===== src/common/sio_pkg.sv =====
// constants and carrier types of the serial port
// assumes one core clock domain for control ports
package sio_pkg;

    // data width and bit positions
    localparam int          DATA_W      = 8;
    localparam logic [2:0]  BIT_LAST    = 3'h7;
    localparam logic [2:0]  BIT_ZERO    = 3'h0;

    // bit order select encodings
    localparam logic        ORDER_MSB   = 1'b0;
    localparam logic        ORDER_LSB   = 1'b1;

    // transfer modes (11 idles the port)
    localparam logic [1:0]  MODE_TX     = 2'b00;
    localparam logic [1:0]  MODE_RX     = 2'b01;
    localparam logic [1:0]  MODE_TRX    = 2'b10;

    // clock select codes and divider exponents
    localparam logic [2:0]  CLK_EXT     = 3'h7;
    localparam logic [2:0]  CLK_SLOW    = 3'h0;
    localparam logic [3:0]  DIV_EXP_SLOW = 4'hC;
    localparam logic [3:0]  DIV_EXP_BASE = 4'h9;
    localparam int          DIV_CNT_W   = 12;

    // reset values
    localparam logic [7:0]  RX_BUF_RST  = 8'h00;
    localparam logic        PIN_IDLE    = 1'b1;

    // two-entry transmit buffer depth
    localparam int          TX_DEPTH    = 2;

    // control settings written by software
    typedef struct packed {
        logic       bitOrderSelect;     // 0 msb first, 1 lsb first
        logic [1:0] transferModeField;  // tx, rx, tx/rx
        logic [2:0] clockSelect;        // 111 external, else internal rate
    } serial_control_t;

    // status flags read by software
    typedef struct packed {
        logic transferActiveFlag;
        logic shiftActiveFlag;
        logic txBufferEmptyFlag;
        logic rxBufferFullFlag;
        logic txUnderrunFlag;
        logic rxOverrunFlag;
    } serial_status_t;

endpackage


===== src/rtl/sio_tx_fifo.sv =====
// two-entry fifo, valid/ready both sides
// single clock; flush empties it at once
`timescale 1ns/1ps
`default_nettype none

module sio_tx_fifo #(
    parameter int WIDTH = 8,
    parameter int DEPTH = 2
) (
    input  wire logic             clk,       // core clock
    input  wire logic             rst,       // async reset, active high
    input  wire logic             flush,     // drop all entries
    input  wire logic             inValid,   // writer offers a word
    output logic                  inReady,   // room for a word
    input  wire logic [WIDTH-1:0] inData,    // word written
    output logic                  outValid,  // a word is held
    input  wire logic             outReady,  // reader takes the word
    output logic      [WIDTH-1:0] outData    // oldest word
);

    localparam int PTR_W = (DEPTH > 1) ? $clog2(DEPTH) : 1;
    localparam int CNT_W = $clog2(DEPTH + 1);

    logic [WIDTH-1:0] store [DEPTH];
    logic [PTR_W-1:0] wrPtr_reg, wrPtr_next, rdPtr_reg, rdPtr_next;
    logic [CNT_W-1:0] count_reg, count_next;
    logic             push, pop;

    // handshake and fill level
    assign inReady  = (count_reg != CNT_W'(DEPTH));
    assign outValid = (count_reg != '0);
    assign outData  = store[rdPtr_reg];
    assign push     = inValid && inReady && !flush;
    assign pop      = outValid && outReady && !flush;

    // pointer arithmetic with wrap
    function automatic logic [PTR_W-1:0] bump(input logic [PTR_W-1:0] p);
        bump = (p == PTR_W'(DEPTH - 1)) ? '0 : p + PTR_W'(1);
    endfunction

    // next pointers and count
    always_comb begin
        wrPtr_next = push ? bump(wrPtr_reg) : wrPtr_reg;
        rdPtr_next = pop ? bump(rdPtr_reg) : rdPtr_reg;
        count_next = count_reg + CNT_W'(push) - CNT_W'(pop);
        if (flush) begin
            wrPtr_next = '0;
            rdPtr_next = '0;
            count_next = '0;
        end
    end

    // pointer registers
    always_ff @(posedge clk or posedge rst) begin
        if (rst) begin
            wrPtr_reg <= '0;
            rdPtr_reg <= '0;
            count_reg <= '0;
        end else begin
            wrPtr_reg <= wrPtr_next;
            rdPtr_reg <= rdPtr_next;
            count_reg <= count_next;
        end
    end

    // storage, written on push
    always_ff @(posedge clk) begin
        if (push) begin
            store[wrPtr_reg] <= inData;
        end
    end

endmodule

`default_nettype wire


===== src/rtl/sync_serial_tx_rx_port.sv =====
// eight-bit synchronous serial port: shifter, clocking, flags, buffers
// assumes cpu ports on clk; serial pins asynchronous
//
// Function
// order 0 bit 7 first, 1 bit 0 first
// mode 00 transmit, 01 receive
// mode 10 transmit and receive
// select 111 external clock, else internal out
// buffer write clears empty flag
// active sets on a fall after start
// bits leave on clock falls
// bits sampled on clock rises
// shift-active first to eighth fall
// empty sets at rise after load, event next fall; code raises the event in mode 00 only
// internal transmit waits for data
// internal clock starts within a cycle
// external loads on first fall
// internal clock parks until serviced
// word written mid-byte follows at once
// peer refills transmit data in time
// empty at shift start: underrun, event
// cleared start ends after byte, output high
// start cleared before next byte
// force stop clears start, status, buffers
// eight bits fill receive buffer, event
// receive read clears full
// overrun sets flag, event, ignores data
// overrun: first read old byte, then shifter
`timescale 1ns/1ps
`default_nettype none

module sync_serial_tx_rx_port
    import sio_pkg::*;
(
    input  wire logic                     clk, // core clock
    input  wire logic                     rst, // async reset
    input  wire sio_pkg::serial_control_t ctrl, // settings
    input  wire logic                     startWrite, // load start bit
    input  wire logic                     startValue, // start bit value
    input  wire logic                     forceStop, // halt and clear
    input  wire logic                     txWrite, // write word
    input  wire logic [7:0]               txData, // word
    output logic                          txWriteReady, // room
    input  wire logic                     rxRead, // read word
    output logic      [7:0]               rxData, // receive buffer
    input  wire logic                     txErrClear, // clear underrun
    input  wire logic                     rxErrClear, // clear overrun
    output logic                          transferStartBit, // start bit
    output sio_pkg::serial_status_t       status, // flags
    output logic                          serialInterrupt, // event pulse
    input  wire logic                     sckIn, // clock pin in
    output logic                          sckOut, // clock pin out
    output logic                          sckOe, // clock pin enable
    output logic                          serialOutputPin, // data out
    input  wire logic                     serialInputPin // data in
);

    typedef enum logic [1:0] {PH_IDLE, PH_WAIT, PH_SHIFT} phase_t;

    ////////////////////////////////////////////////////////////////////////////
    // pin synchronisers and edge detection

    logic sckMeta_reg, sckSync_reg, sckPrev_reg, siMeta_reg, siSync_reg;

    // two flops per pin, previous level for edges
    always_ff @(posedge clk or posedge rst) begin
        if (rst) begin
            sckMeta_reg <= PIN_IDLE;
            sckSync_reg <= PIN_IDLE;
            sckPrev_reg <= PIN_IDLE;
            siMeta_reg  <= PIN_IDLE;
            siSync_reg  <= PIN_IDLE;
        end else begin
            sckMeta_reg <= sckIn;
            sckSync_reg <= sckMeta_reg;
            sckPrev_reg <= sckSync_reg;
            siMeta_reg  <= serialInputPin;
            siSync_reg  <= siMeta_reg;
        end
    end

    ////////////////////////////////////////////////////////////////////////////
    // state and transmit buffer

    phase_t      phase_reg, phase_next;
    logic [DIV_CNT_W-1:0] divCnt_reg, divCnt_next;
    logic        sckInt_reg, sckInt_next;
    logic [2:0]  fallCnt_reg, fallCnt_next, riseCnt_reg, riseCnt_next;
    logic [7:0]  shift_reg, shift_next, rxBuf_reg, rxBuf_next, shadow_reg, shadow_next;
    logic        start_reg, start_next, sef_reg, sef_next, txEmpty_reg, txEmpty_next;
    logic        rxFull_reg, rxFull_next, tx_underrun_flag_reg, tx_underrun_flag_next, rx_overrun_flag_reg, rx_overrun_flag_next;
    logic        so_reg, so_next, irq_reg, irq_next, irqPend_reg, irqPend_next;
    logic        loaded_reg, loaded_next;
    logic        fifoValid, fifoPop, fifoIn;
    logic [7:0]  fifoData;

    // two-entry write buffer; full stalls writer
    assign fifoIn = txWrite && txWriteReady;
    sio_tx_fifo #(
        .WIDTH (DATA_W),
        .DEPTH (TX_DEPTH)
    ) txFifo (
        .clk      (clk),
        .rst      (rst),
        .flush    (forceStop),
        .inValid  (txWrite),
        .inReady  (txWriteReady),
        .inData   (txData),
        .outValid (fifoValid),
        .outReady (fifoPop),
        .outData  (fifoData)
    );

    // first bit out for the order
    function automatic logic leadBit(input logic [7:0] v, input logic order);
        leadBit = (order == ORDER_LSB) ? v[BIT_ZERO] : v[BIT_LAST];
    endfunction

    // internal clock half period in clk cycles
    function automatic logic [DIV_CNT_W-1:0] halfDiv(input logic [2:0] sel);
        logic [3:0] e;
        e = (sel == CLK_SLOW) ? DIV_EXP_SLOW : DIV_EXP_BASE - {1'b0, sel};
        halfDiv = DIV_CNT_W'(1) << (e - 4'h1);
    endfunction

    ////////////////////////////////////////////////////////////////////////////
    // next state of shifter, clock, flags

    logic isExt, useTx, useRx, modeOk, bufOk, fall, rise, tgl, atBoundary;

    always_comb begin
        // clock source
        isExt  = (ctrl.clockSelect == CLK_EXT);
        // mode decode
        useTx  = (ctrl.transferModeField == MODE_TX) || (ctrl.transferModeField == MODE_TRX);
        useRx  = (ctrl.transferModeField == MODE_RX) || (ctrl.transferModeField == MODE_TRX);
        modeOk = useTx || useRx;
        // auto-wait
        bufOk  = (!useTx || fifoValid) && (!useRx || !rxFull_reg);
        atBoundary = (phase_reg != PH_SHIFT);

        phase_next   = phase_reg;
        divCnt_next  = divCnt_reg;
        sckInt_next  = sckInt_reg;
        fallCnt_next = fallCnt_reg;
        riseCnt_next = riseCnt_reg;
        shift_next   = shift_reg;
        rxBuf_next   = rxBuf_reg;
        shadow_next  = shadow_reg;
        start_next   = startWrite ? startValue : start_reg;
        sef_next     = sef_reg;
        txEmpty_next = txEmpty_reg;
        rxFull_next  = rxFull_reg;
        tx_underrun_flag_next   = tx_underrun_flag_reg && !txErrClear;
        rx_overrun_flag_next   = rx_overrun_flag_reg;
        so_next      = so_reg;
        irq_next     = 1'b0;
        irqPend_next = irqPend_reg;
        loaded_next  = loaded_reg;
        fifoPop      = 1'b0;
        tgl          = 1'b0;

        // clock runs in a byte or when ready
        if (!isExt && modeOk && (!atBoundary || (start_reg && bufOk))) begin
            if (divCnt_reg == halfDiv(ctrl.clockSelect) - DIV_CNT_W'(1)) begin
                divCnt_next = '0;
                tgl         = 1'b1;
                sckInt_next = !sckInt_reg;
            end else begin
                divCnt_next = divCnt_reg + DIV_CNT_W'(1);
            end
        end else begin
            divCnt_next = '0;
            sckInt_next = PIN_IDLE;
        end
        fall = isExt ? (sckPrev_reg && !sckSync_reg) : (tgl && sckInt_reg);
        rise = isExt ? (!sckPrev_reg && sckSync_reg) : (tgl && !sckInt_reg);

        // write clears empty flag
        if (fifoIn) begin
            txEmpty_next = 1'b0;
        end

        if (fall && modeOk) begin
            if (atBoundary && start_reg) begin
                // first fall: active, shift-active
                phase_next   = PH_SHIFT;
                sef_next     = 1'b1;
                fallCnt_next = BIT_ZERO;
                riseCnt_next = BIT_ZERO;
                if (useTx && fifoValid) begin
                    // load shifter
                    fifoPop     = 1'b1;
                    loaded_next = 1'b1;
                    shift_next  = fifoData;
                    // first bit out
                    so_next     = tx_underrun_flag_reg ? PIN_IDLE : leadBit(fifoData, ctrl.bitOrderSelect);
                end else if (useTx) begin
                    // nothing to send: underrun
                    tx_underrun_flag_next = 1'b1;
                    so_next    = PIN_IDLE;
                end
            end else if (!atBoundary) begin
                fallCnt_next = fallCnt_reg + 3'h1;
                // eighth fall drops shift-active
                if (fallCnt_reg == BIT_LAST - 3'h1) begin
                    sef_next = 1'b0;
                end
                // next bit out
                if (useTx && !tx_underrun_flag_reg) begin
                    so_next = leadBit(shift_reg, ctrl.bitOrderSelect);
                end
                // empty event on the following fall
                if (irqPend_reg) begin
                    irqPend_next = 1'b0;
                    irq_next     = 1'b1;
                end
            end
        end

        if (rise && modeOk && !atBoundary) begin
            // sample in set order
            shift_next = (ctrl.bitOrderSelect == ORDER_LSB)
                       ? {siSync_reg, shift_reg[7:1]} : {shift_reg[6:0], siSync_reg};
            riseCnt_next = riseCnt_reg + 3'h1;
            // empty sets on rise after load
            if (loaded_reg) begin
                loaded_next = 1'b0;
                if (!fifoValid && !fifoIn) begin
                    txEmpty_next = 1'b1;
                    irqPend_next = (ctrl.transferModeField == MODE_TX);
                end
            end
            if (riseCnt_reg == BIT_LAST) begin
                // byte done; ends without start
                phase_next = start_reg ? PH_WAIT : PH_IDLE;
                if (!start_reg || tx_underrun_flag_reg) begin
                    so_next = PIN_IDLE;
                end
                // underrun reported at byte end
                if (tx_underrun_flag_reg || (useTx && !loaded_reg && tx_underrun_flag_next)) begin
                    irq_next = 1'b1;
                end
                if (useRx && !rx_overrun_flag_reg) begin
                    if (rxFull_reg && !rxRead) begin
                        // overrun: keep buffer, hold shifter copy
                        rx_overrun_flag_next  = 1'b1;
                        shadow_next = shift_next;
                        irq_next    = 1'b1;
                    end else begin
                        // store byte, set full, interrupt
                        rxBuf_next  = shift_next;
                        rxFull_next = 1'b1;
                        irq_next    = 1'b1;
                    end
                end
            end
        end

        // read clears full, or shows shifter copy
        if (rxRead && !(rise && riseCnt_reg == BIT_LAST && useRx && !rx_overrun_flag_reg)) begin
            if (rx_overrun_flag_reg) begin
                rxBuf_next = shadow_reg;
            end else begin
                rxFull_next = 1'b0;
            end
        end
        // clears lose to a set
        if (rxErrClear && rx_overrun_flag_reg && rx_overrun_flag_next) begin
            rx_overrun_flag_next  = 1'b0;
            rxFull_next = 1'b0;
        end
        // cleared start ends a paused transfer
        if (phase_reg == PH_WAIT && !start_reg) begin
            phase_next = PH_IDLE;
        end

        // idle line high
        if (phase_next == PH_IDLE) begin
            so_next = PIN_IDLE;
        end

        // force stop clears all but the shifter and its copy
        if (forceStop) begin
            phase_next   = PH_IDLE;
            divCnt_next  = '0;
            sckInt_next  = PIN_IDLE;
            fallCnt_next = BIT_ZERO;
            riseCnt_next = BIT_ZERO;
            start_next   = 1'b0;
            sef_next     = 1'b0;
            txEmpty_next = 1'b1;
            rxFull_next  = 1'b0;
            tx_underrun_flag_next   = 1'b0;
            rx_overrun_flag_next   = 1'b0;
            rxBuf_next   = RX_BUF_RST;
            so_next      = PIN_IDLE;
            irq_next     = 1'b0;
            irqPend_next = 1'b0;
            loaded_next  = 1'b0;
            fifoPop      = 1'b0;
        end
    end

    ////////////////////////////////////////////////////////////////////////////
    // state registers

    always_ff @(posedge clk or posedge rst) begin
        if (rst) begin
            phase_reg   <= PH_IDLE;
            divCnt_reg  <= '0;
            sckInt_reg  <= PIN_IDLE;
            fallCnt_reg <= BIT_ZERO;
            riseCnt_reg <= BIT_ZERO;
            shift_reg   <= RX_BUF_RST;
            rxBuf_reg   <= RX_BUF_RST;
            shadow_reg  <= RX_BUF_RST;
            start_reg   <= 1'b0;
            sef_reg     <= 1'b0;
            txEmpty_reg <= 1'b1;
            rxFull_reg  <= 1'b0;
            tx_underrun_flag_reg   <= 1'b0;
            rx_overrun_flag_reg   <= 1'b0;
            so_reg      <= PIN_IDLE;
            irq_reg     <= 1'b0;
            irqPend_reg <= 1'b0;
            loaded_reg  <= 1'b0;
        end else begin
            phase_reg   <= phase_next;
            divCnt_reg  <= divCnt_next;
            sckInt_reg  <= sckInt_next;
            fallCnt_reg <= fallCnt_next;
            riseCnt_reg <= riseCnt_next;
            shift_reg   <= shift_next;
            rxBuf_reg   <= rxBuf_next;
            shadow_reg  <= shadow_next;
            start_reg   <= start_next;
            sef_reg     <= sef_next;
            txEmpty_reg <= txEmpty_next;
            rxFull_reg  <= rxFull_next;
            tx_underrun_flag_reg   <= tx_underrun_flag_next;
            rx_overrun_flag_reg   <= rx_overrun_flag_next;
            so_reg      <= so_next;
            irq_reg     <= irq_next;
            irqPend_reg <= irqPend_next;
            loaded_reg  <= loaded_next;
        end
    end

    ////////////////////////////////////////////////////////////////////////////
    // outputs

    // pin driven with internal clock
    assign sckOe            = (ctrl.clockSelect != CLK_EXT);
    assign sckOut           = sckInt_reg;
    assign serialOutputPin  = so_reg;
    assign rxData           = rxBuf_reg;
    assign transferStartBit = start_reg;
    assign serialInterrupt  = irq_reg;
    assign status.transferActiveFlag = (phase_reg != PH_IDLE);
    assign status.shiftActiveFlag    = sef_reg;
    assign status.txBufferEmptyFlag  = txEmpty_reg;
    assign status.rxBufferFullFlag   = rxFull_reg;
    assign status.txUnderrunFlag     = tx_underrun_flag_reg;
    assign status.rxOverrunFlag      = rx_overrun_flag_reg;

endmodule

`default_nettype wire


===== config.mk =====
export PLATFORM = sky130hd
export DESIGN_NAME = sync_serial_tx_rx_port
export DESIGN_NICKNAME = d
export VERILOG_FILES = /design/src/common/sio_pkg.sv /design/src/rtl/sio_tx_fifo.sv /design/src/rtl/sync_serial_tx_rx_port.sv
export SDC_FILE = /design/constraint.sdc
export NUM_CORES = 1
export LEC_CHECK = 0
export ABC_CLOCK_PERIOD_IN_PS = 3000
export BUFFER_PORTS_ARGS = -buffer_cell sky130_fd_sc_hd__buf_2
export CORE_MARGIN = 2
export CORE_UTILIZATION = 54
export DETAILED_ROUTE_END_ITERATION = 10
export PLACE_DENSITY = 0.74
export SLEW_MARGIN = 20
export SYNTH_ARGS = -nofsm -noshare
export SYNTH_HDL_FRONTEND = slang
export SYNTH_SLANG_ARGS = --single-unit
export TNS_END_PERCENT = 1

===== constraint.sdc =====
create_clock -name clk -period 3 [get_ports clk]
set_clock_uncertainty 0.05 [all_clocks]
set_input_delay 0 -clock clk [delete_from_list [all_inputs] [get_ports clk]]
set_output_delay 0 -clock clk [all_outputs]
set_load 0.1 [all_outputs]

==> qor.log, run 1 <==
qor: clock_tree.clock_tree.root_cell sky130_fd_sc_hd__clkbuf_8
qor: worst_setup_path.crit_type reg2reg
qor: outcome.status finished, violations left
qor: place.dp_cells 600
qor: final_layout.layoutNonFillerInstCount 640
qor: yosys.async_reset_ff_share 80.0%
qor: outcome.violations_in_the_final_reports negative setup slack
qor: drt.wl_per_cell 15.7 um
qor: global_route.grt_max_degree 51
qor: yosys.post_synth_adder_cell_area 4.69%
qor: final_layout.syn_to_final_growth 22.9%
qor: floorplanning.die_area 9150 um2
qor: final_layout.nFillCells 629
qor: sta.worst-slew-pin-transition 641 ps
qor: drt.route.detailed.vias_per_inst 5.44
qor: sta.worst_slack -12.5 ps
qor: worst_setup_path.req_time_crit_path 3170 ps
qor: worst_setup_path.max_stage_delay 440 ps
qor: worst_setup_path.worstRegToRegCells 12
qor: floorplanning.num_rows 33
qor: yosys.ys_ff_latch 80
qor: final_layout.antenna_cells 0
qor: drt.wirelength 10.0 mm
qor: pwr.leakage_component_of_the_power 0.00253 uW
qor: final_layout.layout_commonest_cell sky130_fd_sc_hd__dfrtp_1
qor: worst_setup_path.critical_path.slowest_cell sky130_fd_sc_hd__or4_4
qor: floorplanning.die_w 95.7 um
qor: sta.fmaxAchievable 332 MHz
qor: yosys.synth_simple_gate_area_share 18.1%
qor: min_path.cells_on_worst_hold_path 5
qor: clock_tree.cts-root-to-sink-buffers 2
qor: global_route.grt_first_pass_wirelength 16.3 mm
qor: yosys.yosys_warnings 0
qor: yosys.avgSynthCellArea 10.4 um2
qor: floorplanning.floorplan.initialDensity 55.5%
qor: pwr.power.share.combinational 12.4%
qor: min_path.timing.hold.worst.class in2reg
qor: pwr.vdd_ir_drop_max 0.340 mV
qor: floorplanning.core 8180 um2
qor: sta.worst_slew_margin_rel 57.3%
qor: drt.total_vias_in_the_final_route 3484
qor: global_route.grt_remaining_overflow 0
qor: place.io_buffers 44
qor: clock_tree.clock_tree.htree_level_count 3
qor: worst_setup_path.crit_path_start_kind register
qor: clock_tree.worst_skew_pair_later_pin_latency 350 ps
qor: final_layout.drive_above_1_share 30.1%
qor: yosys.seq_area_frac_synth 46.1%
qor: sta.finalCriticalPeriod 3010 ps
qor: floorplanning.fp.dieH 95.7 um
qor: worst_setup_path.crit_chain or2_4 -> o211ai_1 -> a211o_1 -> or3b_1 -> or4_4 -> o21ai_4 -> and3_4 -> nor2b_4 -> ha_4 -> inv_1 -> ha_1 -> nor2b_1
qor: pwr.power_frac_clock 38.6%
qor: yosys.post_synth_inst_count 436
qor: yosys.synth-xor-area-share 5.16%
qor: yosys.mappedNetlistArea 4540 um2
qor: drt.first_pass_iters 4
qor: yosys.number_of_synthesized_flops_with_an_enable_pin 16
qor: drt.postRouteAntennaNets 0
qor: yosys.yosys-mux-area-fraction 10.3%
qor: clock_tree.cts_made_buffers 9
qor: sta.setup-violations-final 1
qor: final_layout.largest_register_ff_count 16
qor: pwr.fraction_of_power_spent_switching_nets 25.5%
qor: clock_tree.tritoncts_num_sinks 80
qor: place.gp_congestion 0.855
qor: yosys.ys_types 67
qor: place.detailedPlacementHpwl 6.98 mm
qor: floorplanning.top_level_ports 45
qor: clock_tree.clkSlewWorstSetupHoldPaths 90 ps
qor: pwr.internal_power 1740 uW
qor: global_route.number_of_antenna_violations_at_the_first_check_in_global_routing 0
qor: yosys.mappedNetlistNets 478
qor: sta.final.setup.tns -12.5 ps
qor: pwr.power_density 419 nW/um2
qor: final_layout.design.final.nets 572
qor: sta.unrepaired_setup_endpoints_after_global_routing yes
qor: pwr.seq_power_share 48.9%
qor: pwr.power.net_switching 596 uW
qor: yosys.synth-main-ff-cell sky130_fd_sc_hd__dfrtp_1
qor: worst_setup_path.timing.critical_path.to_type register
qor: global_route.grt_util_all_layers 23.3%
qor: clock_tree.tritoncts done
qor: worst_setup_path.worst-endpoint-arrival 3180 ps
qor: sta.drv_slew 0
qor: final_layout.final_cell_mix 55 x sky130_fd_sc_hd__dfrtp_1, 46 x sky130_fd_sc_hd__buf_4, 44 x sky130_fd_sc_hd__buf_2
qor: yosys.synth_compound_gate_area_share 10.7%
qor: yosys.dominant_combinational_cell_family_by_area_after_synthesis simple AND/OR/NAND/NOR gates
qor: sta.finalHoldViolations 0
qor: drt.drt_iter0_drc 183
qor: drt.drt_drc_violations_left 0
qor: global_route.vias_in_the_first_global_route 3439
qor: sta.post-route-period-util 100%
qor: worst_setup_path.crit_path_max_fanout 2
qor: flow_run.max_cap_violations 0
-- synth_stat cells (8+ instances only) --
master,n,area [um2]
sky130_fd_sc_hd__nand3_1,12,60.1
sky130_fd_sc_hd__nor2b_1,11,68.8
sky130_fd_sc_hd__dfrtp_1,56,1400
sky130_fd_sc_hd__xnor2_1,11,96.3
sky130_fd_sc_hd__mux2_2,23,259
sky130_fd_sc_hd__a21oi_1,11,55.1
sky130_fd_sc_hd__ha_1,17,213
sky130_fd_sc_hd__dfstp_2,8,210
sky130_fd_sc_hd__nand2_1,38,143
sky130_fd_sc_hd__nor2_1,38,143
sky130_fd_sc_hd__o21ai_0,18,90.1
sky130_fd_sc_hd__inv_1,17,63.8
sky130_fd_sc_hd__xor2_1,13,114
sky130_fd_sc_hd__mux2i_1,21,210
sky130_fd_sc_hd__edfxtp_1,16,480
sky130_fd_sc_hd__nand2b_1,9,56.3
-- area by class of cell --
type	count	area, um2	area share, %
Inverter	17	71.3	1.28
Multi-Input combinational cell	313	2280	40.8
Sequential cell	80	2090	37.6
Clock inverter	7	101	1.82
Tap cell	105	131	2.36
Timing Repair Buffer	109	777	13.9
Clock buffer	9	124	2.22
-- layer usage --
| metal | vias to the layer above | GRT usage [%] | wire (um) | share of wire [%] |
|---|---|---|---|---|
| met5 | - | 0 | 0 | 0 |
| met4 | 0 | 6.90 | 135 | 1.3 |
| met1 | 1684 | 31.4 | 4710 | 47 |
| met3 | 12 | 4.43 | 299 | 3.0 |
| li1 | 1725 | - | - | - |
| met2 | 63 | 38.3 | 4870 | 49 |
-- worst max-delay path: cells and delay by family, from the launching register on --
kind,cells,cell delay [ps]
simple gates,6,1440
compound gates,3,540
fa+ha+maj,2,410
flops,1,370
buf+inv,1,50
-- kinds of logic after synthesis --
group | count (synthesis)
buf+inv | 43
fa+ha+maj | 17
flops | 80
compound gates | 72
xor+xnor | 25
simple gates | 155
mux | 44
-- metrics by stage --
stage	util (%)	worst slack, ps	power [uW]	hold WS [ps]	cell area (um2)
finish	68.2	-12.5	2340	67.2	5570
global route	68.2	-124	2420	77.8	5570
CTS	67.8	23.8	2350	51.4	5540
detailed placement	62.3	-250	1430	-77.7	5090
global placement	62.3	-119	1420	-84.7	5090
floorplan	-	-456	1330	-45.5	4570
-- power by group through the flow --
stage,Sequential [uW],Combinational (uW),Clock [uW]
floorplan,1170,165,0
global placement,1160,260,0
detailed placement,1160,264,0
CTS,1140,287,922
global route,1150,317,961
finish,1140,290,902
-- what timing repair did --
| action | 4_1_cts | 5_1_grt |
|---|---|---|
| hold endpoints to repair | 36 | 0 |
| gates resized for setup | 4 | 3 |
| pin swaps | 5 | 3 |
| hold buffers | 16 | 0 |
| gates cloned | 0 | 0 |
| buffers inserted | 7 | 1 |
| setup endpoints to repair | 2 | 11 |
-- worst paths after layout --
check	startpoint	endpoint	slack, ps
max in group asynchronous	rst	transferStartBit	1860
min in group asynchronous	rst	divCnt_reg[11]	80
hold / removal	rxRead	rxFull_reg	70
setup / recovery	txFifo.count_reg[0]	txFifo.count_reg[0]	-10
hold reg to reg	siMeta_reg	siSync_reg	310
setup reg to reg	txFifo.count_reg[0]	txFifo.count_reg[0]	-10
(Power assumes the default switching activity.)
==> inputs of run 2 (changes only) <==
Settings changed: CORE_MARGIN 2 to 3.
==> run 2 against run 1 <==
  * The run now ends clean
  * Via count shrank 0.11%
  * Routed wire length is 1.4% lower
  * Worst hold slack gained 17 ps
  * Clock power decreased by 7.3%
  * Core utilization grew 1.3 points
  * Non-clock buffer count decreased by 9
  * Largest cell class unchanged
  * Register-to-register slack gained 110 ps
  * Sequential power hardly changed
  * Maximum frequency rose by 3.8%
  * Combinational power shrank 2%
==> qor.log, run 2 (synthesized netlist as in run 1, its figures left out) <==
qor: final_layout.antenna_cells 0
qor: sta.drv_slew 0
qor: sta.final.setup.tns 0 ps
qor: min_path.hold_path.startpoint forceStop
qor: final_layout.layout_commonest_cell sky130_fd_sc_hd__dfrtp_1
qor: drt.wirelength 9.88 mm
qor: clock_tree.cts-root-to-sink-buffers 2
qor: global_route.vias_in_the_first_global_route 3555
qor: sta.post-route-period-util 96.8%
qor: floorplanning.die_area 9540 um2
qor: clock_tree.clkSlewWorstSetupHoldPaths 90 ps
qor: drt.drt_iter0_drc 98
qor: place.gp_congestion 0.865
qor: final_layout.multi_input_area 2290 um2
qor: drt.routed.top_layer met4
qor: drt.route.detailed.vias_per_inst 5.54
qor: pwr.seq_power_share 50.5%
qor: worst_setup_path.timing.rr.start txFifo.count_reg[1]
qor: place.io_buffers 44
qor: final_layout.syn_to_final_growth 21.4%
qor: drt.met2_wirelength 4.88 mm
qor: final_layout.design.final.nets 563
qor: global_route.grt_remaining_overflow 0
qor: final_layout.nFillCells 602
qor: place.detailedPlacementHpwl 7.12 mm
qor: pwr.power_frac_clock 36.9%
qor: pwr.power_density 411 nW/um2
qor: floorplanning.die_w 97.7 um
qor: final_layout.final_cell_mix 55 x sky130_fd_sc_hd__dfrtp_1, 44 x sky130_fd_sc_hd__buf_2, 38 x sky130_fd_sc_hd__nor2_1
qor: floorplanning.core 7930 um2
qor: drt.total_vias_in_the_final_route 3480
qor: drt.postRouteAntennaNets 0
qor: clock_tree.tritoncts done
qor: global_route.grt_util_all_layers 21.3%
qor: global_route.grt_max_degree 32
qor: pwr.fraction_of_power_spent_switching_nets 26.9%
qor: sta.setup-violations-final 0
qor: pwr.internal_power 1650 uW
qor: place.placement.cell_area 5090 um2
qor: min_path.cells_on_worst_hold_path 2
qor: clock_tree.cts_made_buffers 9
qor: floorplanning.num_rows 32
qor: global_route.grt_first_pass_wirelength 16.6 mm
qor: clock_tree.cts.repair_timing.setup_buffer_count 0
qor: final_layout.largest_register_ff_count 16
qor: sta.finalHoldViolations 0
qor: drt.met3_length 382 um
qor: drt.drt_drc_violations_left 0
qor: pwr.vdd_ir_drop_max 0.353 mV
qor: clock_tree.clock_tree.htree_level_count 3
qor: final_layout.drive_above_1_share 29.7%
qor: drt.wl_per_cell 15.7 um
qor: final_layout.sequential_cell_area 2090 um2
qor: worst_setup_path.max_stage_delay 430 ps
qor: worst_setup_path.crit_path_start_kind register
qor: sta.fmaxAchievable 344 MHz
qor: worst_setup_path.crit_chain or2_4 -> o211ai_1 -> a211o_1 -> or3b_1 -> or4_4 -> o21ai_4 -> and3_4 -> nor2b_4 -> ha_4 -> inv_4 -> ha_4 -> nor2b_1
qor: final_layout.layoutNonFillerInstCount 628
qor: floorplanning.floorplan.initialDensity 57.2%
qor: flow_run.max_cap_violations 0
qor: outcome.status completed
qor: worst_setup_path.crit_type reg2reg
qor: floorplanning.fp.dieH 97.7 um
qor: worst_setup_path.crit_path_max_fanout 2
qor: place.dp_cells 596
qor: floorplanning.top_level_ports 45
qor: drt.first_pass_iters 4
qor: clock_tree.clock_tree.root_cell sky130_fd_sc_hd__clkbuf_8
qor: worst_setup_path.worstRegToRegCells 12
qor: pwr.leakage_component_of_the_power 0.00247 uW
qor: sta.finalCriticalPeriod 2900 ps
qor: pwr.power.net_switching 608 uW
qor: worst_setup_path.timing.critical_path.to_type register
qor: final_layout.final_area 5510 um2
qor: worst_setup_path.req_time_crit_path 3180 ps
qor: worst_setup_path.startpoint txFifo.count_reg[1]
qor: pwr.power.share.combinational 12.6%
qor: worst_setup_path.critical_path.slowest_cell sky130_fd_sc_hd__or4_4
qor: worst_setup_path.cpMostUsedCell sky130_fd_sc_hd__ha_4
qor: worst_setup_path.worst-endpoint-arrival 3090 ps
qor: clock_tree.worst_skew_pair_later_pin_latency 370 ps
qor: sta.worst-slew-pin-transition 611 ps
qor: min_path.timing.hold.worst.class in2reg
qor: drt.wl_met1 4.49 mm
qor: global_route.number_of_antenna_violations_at_the_first_check_in_global_routing 0
qor: clock_tree.tritoncts_num_sinks 80
qor: sta.worst_slew_margin_rel 59.3%
## run 2: cell count changes in the layout (fill, tap and decap cells not counted)
cell / before / now
sky130_fd_sc_hd__buf_12: 2 / 3
sky130_fd_sc_hd__buf_4: 46 / 37
sky130_fd_sc_hd__buf_6: 1 / 0
sky130_fd_sc_hd__bufinv_16: 2 / 1
sky130_fd_sc_hd__clkinv_1: 1 / 0
sky130_fd_sc_hd__clkinv_4: 1 / 0
sky130_fd_sc_hd__clkinvlp_4: 0 / 1
sky130_fd_sc_hd__ha_1: 14 / 13
sky130_fd_sc_hd__ha_4: 2 / 3
sky130_fd_sc_hd__inv_1: 14 / 13
sky130_fd_sc_hd__inv_4: 1 / 3
sky130_fd_sc_hd__inv_6: 3 / 4
sky130_fd_sc_hd__nand2_1: 38 / 37
sky130_fd_sc_hd__nand2_2: 0 / 1
## run 2: path summary, 6_finish.rpt
kind | slack [ps] | end
max | 100 | txFifo.count_reg[0]
min | 80 | txFifo.rdPtr_reg
max reg2reg | 100 | txFifo.count_reg[0]
min reg2reg | 310 | siSync_reg
max in group asynchronous | 1990 | sckPrev_reg
min in group asynchronous | 140 | shift_reg[5]
## run 2: power groups by stage
stage / Clock, uW / Sequential (uW) / Combinational (uW)
3_5_place_dp: 0 / 1160 / 260
2_1_floorplan: 0 / 1170 / 165
6_report: 836 / 1140 / 285
4_1_cts: 854 / 1140 / 280
5_1_grt: 898 / 1140 / 311
3_3_place_gp: 0 / 1160 / 256
## run 2: final cells by class
type                    instances  area share, %
clock buffers                   9           2.25
clock inverters                 7           1.48
inverters                      17           1.34
multi-input cells             313           41.6
flip-flops and latches         80           38.0
well taps                     102           2.32
repair buffers                100           13.0
## run 2: routing by layer
metal	global-route usage, %	vias up
li1	-	1707
met2	36.0	68
met4	5.43	0
met1	27.5	1692
met3	4.95	13
met5	0	-
## run 2: repair_timing
| action | CTS | global route |
|---|---|---|
| endpoints found under the setup margin | 2 | 3 |
| hold buffers | 16 | 0 |
| hold endpoints to repair | 43 | 0 |
| gates cloned | 0 | 0 |
| gates resized for setup | 3 | 6 |
| pin swaps | 4 | 2 |
## run 2: stage by stage
| step | power [uW] | hold slack, ps | worst slack, ps | util, % |
|---|---|---|---|---|
| after floorplan | 1330 | -45.5 | -456 | - |
| after global placement | 1420 | -15.5 | -128 | 64.2 |
| after detailed placement | 1420 | -18.1 | -224 | 64.2 |
| after CTS | 2280 | 79.2 | 29.5 | 69.1 |
| after global routing | 2350 | 103 | -25.3 | 69.5 |
| final | 2260 | 84.4 | 97.0 | 69.5 |
## run 2: worst max-delay path, delay by kind of cell (launching register included)
kind,cells,cell delay (ps)
compound gates,3,550
fa+ha+maj,2,390
buf+inv,1,50
flops,1,360
simple gates,6,1370
==> inputs of run 3 (changes only) <==
Settings changed: ABC_CLOCK_PERIOD_IN_PS 3000 to not set, CORE_UTILIZATION 54 to 59, PLACE_DENSITY 0.74 to 0.77.
Clock period 3 ns to 3.3 ns, I/O delays scaled along.
==> run 3 against run 2 <==
  * Clock-buffer cell count up 2
  * Register-to-register slack better by 100 ps
  * Sequential share of layout area up 1.3 points
  * Non-clock buffer count down 20
  * Routed wire length up 3.5%
  * Core utilization up 2.8 points
  * Die area down 8.0%
  * Cell area down 3.3%
  * Critical path depth up 3
  * Total power down 5.9%
  * Global-route usage up 3.5 points
==> qor.log, run 3 (synthesized netlist as in run 1, its figures left out) <==
qor: sta.timing.hold.ws 83.1 ps
qor: pwr.vdd_ir_drop_max 0.372 mV
qor: floorplanning.core 7370 um2
qor: outcome.status completed
qor: pwr.power_density 400 nW/um2
qor: place.detailedPlacementHpwl 7.05 mm
qor: sta.worst-slew-pin-transition 854 ps
qor: global_route.vias_in_the_first_global_route 3453
qor: drt.postRouteAntennaNets 0
qor: sta.worst_slew_margin_rel 43.0%
qor: sta.post-route-period-util 94.7%
qor: sta.finalHoldViolations 0
qor: drt.total_vias_in_the_final_route 3489
qor: final_layout.nFillCells 543
qor: final_layout.antenna_cells 0
qor: worst_setup_path.crit_chain buf_2 -> inv_6 -> ha_4 -> or4_1 -> ha_2 -> o311ai_0 -> mux2i_1 -> or4_4 -> o21ai_4 -> and3_4 -> nor2b_4 -> ha_1 -> inv_1 -> ha_2 -> nor2b_1
qor: final_layout.final_cell_mix 55 x sky130_fd_sc_hd__dfrtp_1, 44 x sky130_fd_sc_hd__buf_2, 38 x sky130_fd_sc_hd__nor2_1, 38 x sky130_fd_sc_hd__nand2_1, 23 x sky130_fd_sc_hd__mux2_2
qor: final_layout.drive_above_1_share 26.3%
qor: drt.first_pass_iters 5
qor: sta.finalCriticalPeriod 3130 ps
qor: floorplanning.top_level_ports 45
qor: place.gp_congestion 0.849
qor: sta.worst_slack 175 ps
qor: worst_setup_path.crit_type in2reg
qor: final_layout.multi_input_area 2270 um2
qor: worst_setup_path.cpLargestDelayFamily simple AND/OR/NAND/NOR gates
qor: flow_run.max_cap_violations 0
qor: clock_tree.cts-root-to-sink-buffers 2
qor: floorplanning.die_w 93.7 um
qor: worst_setup_path.crit_path_start_kind input port
qor: floorplanning.fp.dieH 93.7 um
qor: drt.wirelength 10.2 mm
qor: worst_setup_path.max_stage_delay 590 ps
qor: worst_setup_path.worstRegToRegCells 12
qor: floorplanning.die_area 8780 um2
qor: drt.drt_iter0_drc 171
qor: worst_setup_path.crit-reg2reg-capture txFifo.count_reg[0]
qor: pwr.leakage_component_of_the_power 0.00238 uW
qor: worst_setup_path.timing.rr.start txFifo.count_reg[1]
qor: clock_tree.tritoncts done
qor: global_route.grt_first_pass_wirelength 16.8 mm
qor: final_layout.layout_commonest_cell sky130_fd_sc_hd__dfrtp_1
qor: global_route.grt_max_degree 42
qor: sta.setup-violations-final 0
qor: final_layout.syn_to_final_growth 17.4%
qor: worst_setup_path.req_time_crit_path 3460 ps
qor: clock_tree.worst_skew_pair_later_pin_latency 350 ps
qor: worst_setup_path.cpMostUsedCell sky130_fd_sc_hd__ha_2
qor: final_layout.largest_register_ff_count 16
qor: worst_setup_path.critical_path.slowest_cell sky130_fd_sc_hd__or4_4
qor: floorplanning.num_rows 31
qor: worst_setup_path.r2r_slack 200 ps
qor: clock_tree.cts_made_buffers 9
qor: global_route.number_of_antenna_violations_at_the_first_check_in_global_routing 0
qor: sta.fmaxAchievable 320 MHz
qor: place.io_buffers 44
qor: worst_setup_path.path_buf_inv 3
qor: worst_setup_path.startpoint ctrl[1]
qor: worst_setup_path.worst-endpoint-arrival 3280 ps
qor: final_layout.design.final.nets 543
qor: global_route.grt_util_all_layers 24.7%
qor: final_layout.sequential_cell_area 2090 um2
qor: clock_tree.tritoncts_num_sinks 80
qor: worst_setup_path.timing.critical_path.to_type register
qor: worst_setup_path.crit_path_max_fanout 8
qor: worst_setup_path.crit_cells 15
qor: clock_tree.clock_tree.htree_level_count 3
qor: global_route.grt_remaining_overflow 0
qor: clock_tree.clock_tree.root_cell sky130_fd_sc_hd__clkbuf_8
qor: clock_tree.clkSlewWorstSetupHoldPaths 80 ps
qor: drt.drt_drc_violations_left 0
qor: min_path.timing.hold.worst.class in2reg
qor: worst_setup_path.cp-endpoint txFifo.count_reg[0]
qor: floorplanning.floorplan.initialDensity 61.6%
qor: sta.unrepaired_setup_endpoints_after_global_routing no
qor: drt.route.detailed.vias_per_inst 5.77
qor: drt.wl_per_cell 16.9 um
qor: place.detailedPlace.worstSlack 6.10 ps
qor: final_layout.post-route-util 72.3%
qor: sta.drv_slew 0
[run 3: power by group]
| part | switching, uW | internal [uW] |
|---|---|---|
| clock network | 375 | 478 |
| logic | 142 | 93.3 |
| registers | 10.5 | 1030 |
| total | 528 | 1600 |
[run 3: metal layers]
metal | up-vias | global-route usage [%] | part of all wire (%)
li1 | 1661 | - | -
met5 | - | 0 | 0
met2 | 78 | 40.9 | 51
met4 | 0 | 10.6 | 2.2
met1 | 1731 | 31.7 | 43
met3 | 19 | 4.73 | 4.4
[run 3: timing repair]
item                                   in CTS  in global routing
gates resized for setup                     0                  6
setup endpoints to repair                   0                  2
setup buffers                               0                  2
hold buffers                               16                  0
endpoints found under the hold margin      56                  0
[run 3: metrics by stage]
step	TNS (ps)	total power (uW)	instance area, um2	instances
after floorplan	-286	1210	4570	436
after global placement	0	1270	4890	571
after detailed placement	0	1270	4890	571
after CTS	0	2140	5280	603
after global routing	0	2210	5330	605
final	0	2130	5330	605
[run 3: layout make-up]
type	count	share of cell area [%]
inverter	17	1.34
clock inverter	5	1.60
tap	99	2.33
clock buffer	11	2.87
timing repair buffer	80	9.96
multi-input combinational	313	42.6
sequential	80	39.3
[run 3: worst min-delay path by stage]
| stage | startpoint | to | slack [ps] | cells past startpoint |
|---|---|---|---|---|
| final | rxRead | rxFull_reg | 80 | 5 |
| after global routing | rxRead | rxFull_reg | 120 | 5 |
| after CTS | rxRead | rxFull_reg | 70 | 5 |
| after detailed placement | sckIn | sckMeta_reg | 60 | 1 |
| after global placement | serialInputPin | siMeta_reg | 60 | 1 |
| after floorplan | sckIn | sckMeta_reg | -50 | 0 |
[run 3: worst min-delay path, stage by stage]
cell and delay [ps]:
sky130_fd_sc_hd__buf_2 110, sky130_fd_sc_hd__o21ai_0 70, sky130_fd_sc_hd__a21o_1 150, sky130_fd_sc_hd__nand2_1 50, sky130_fd_sc_hd__a21oi_1 60
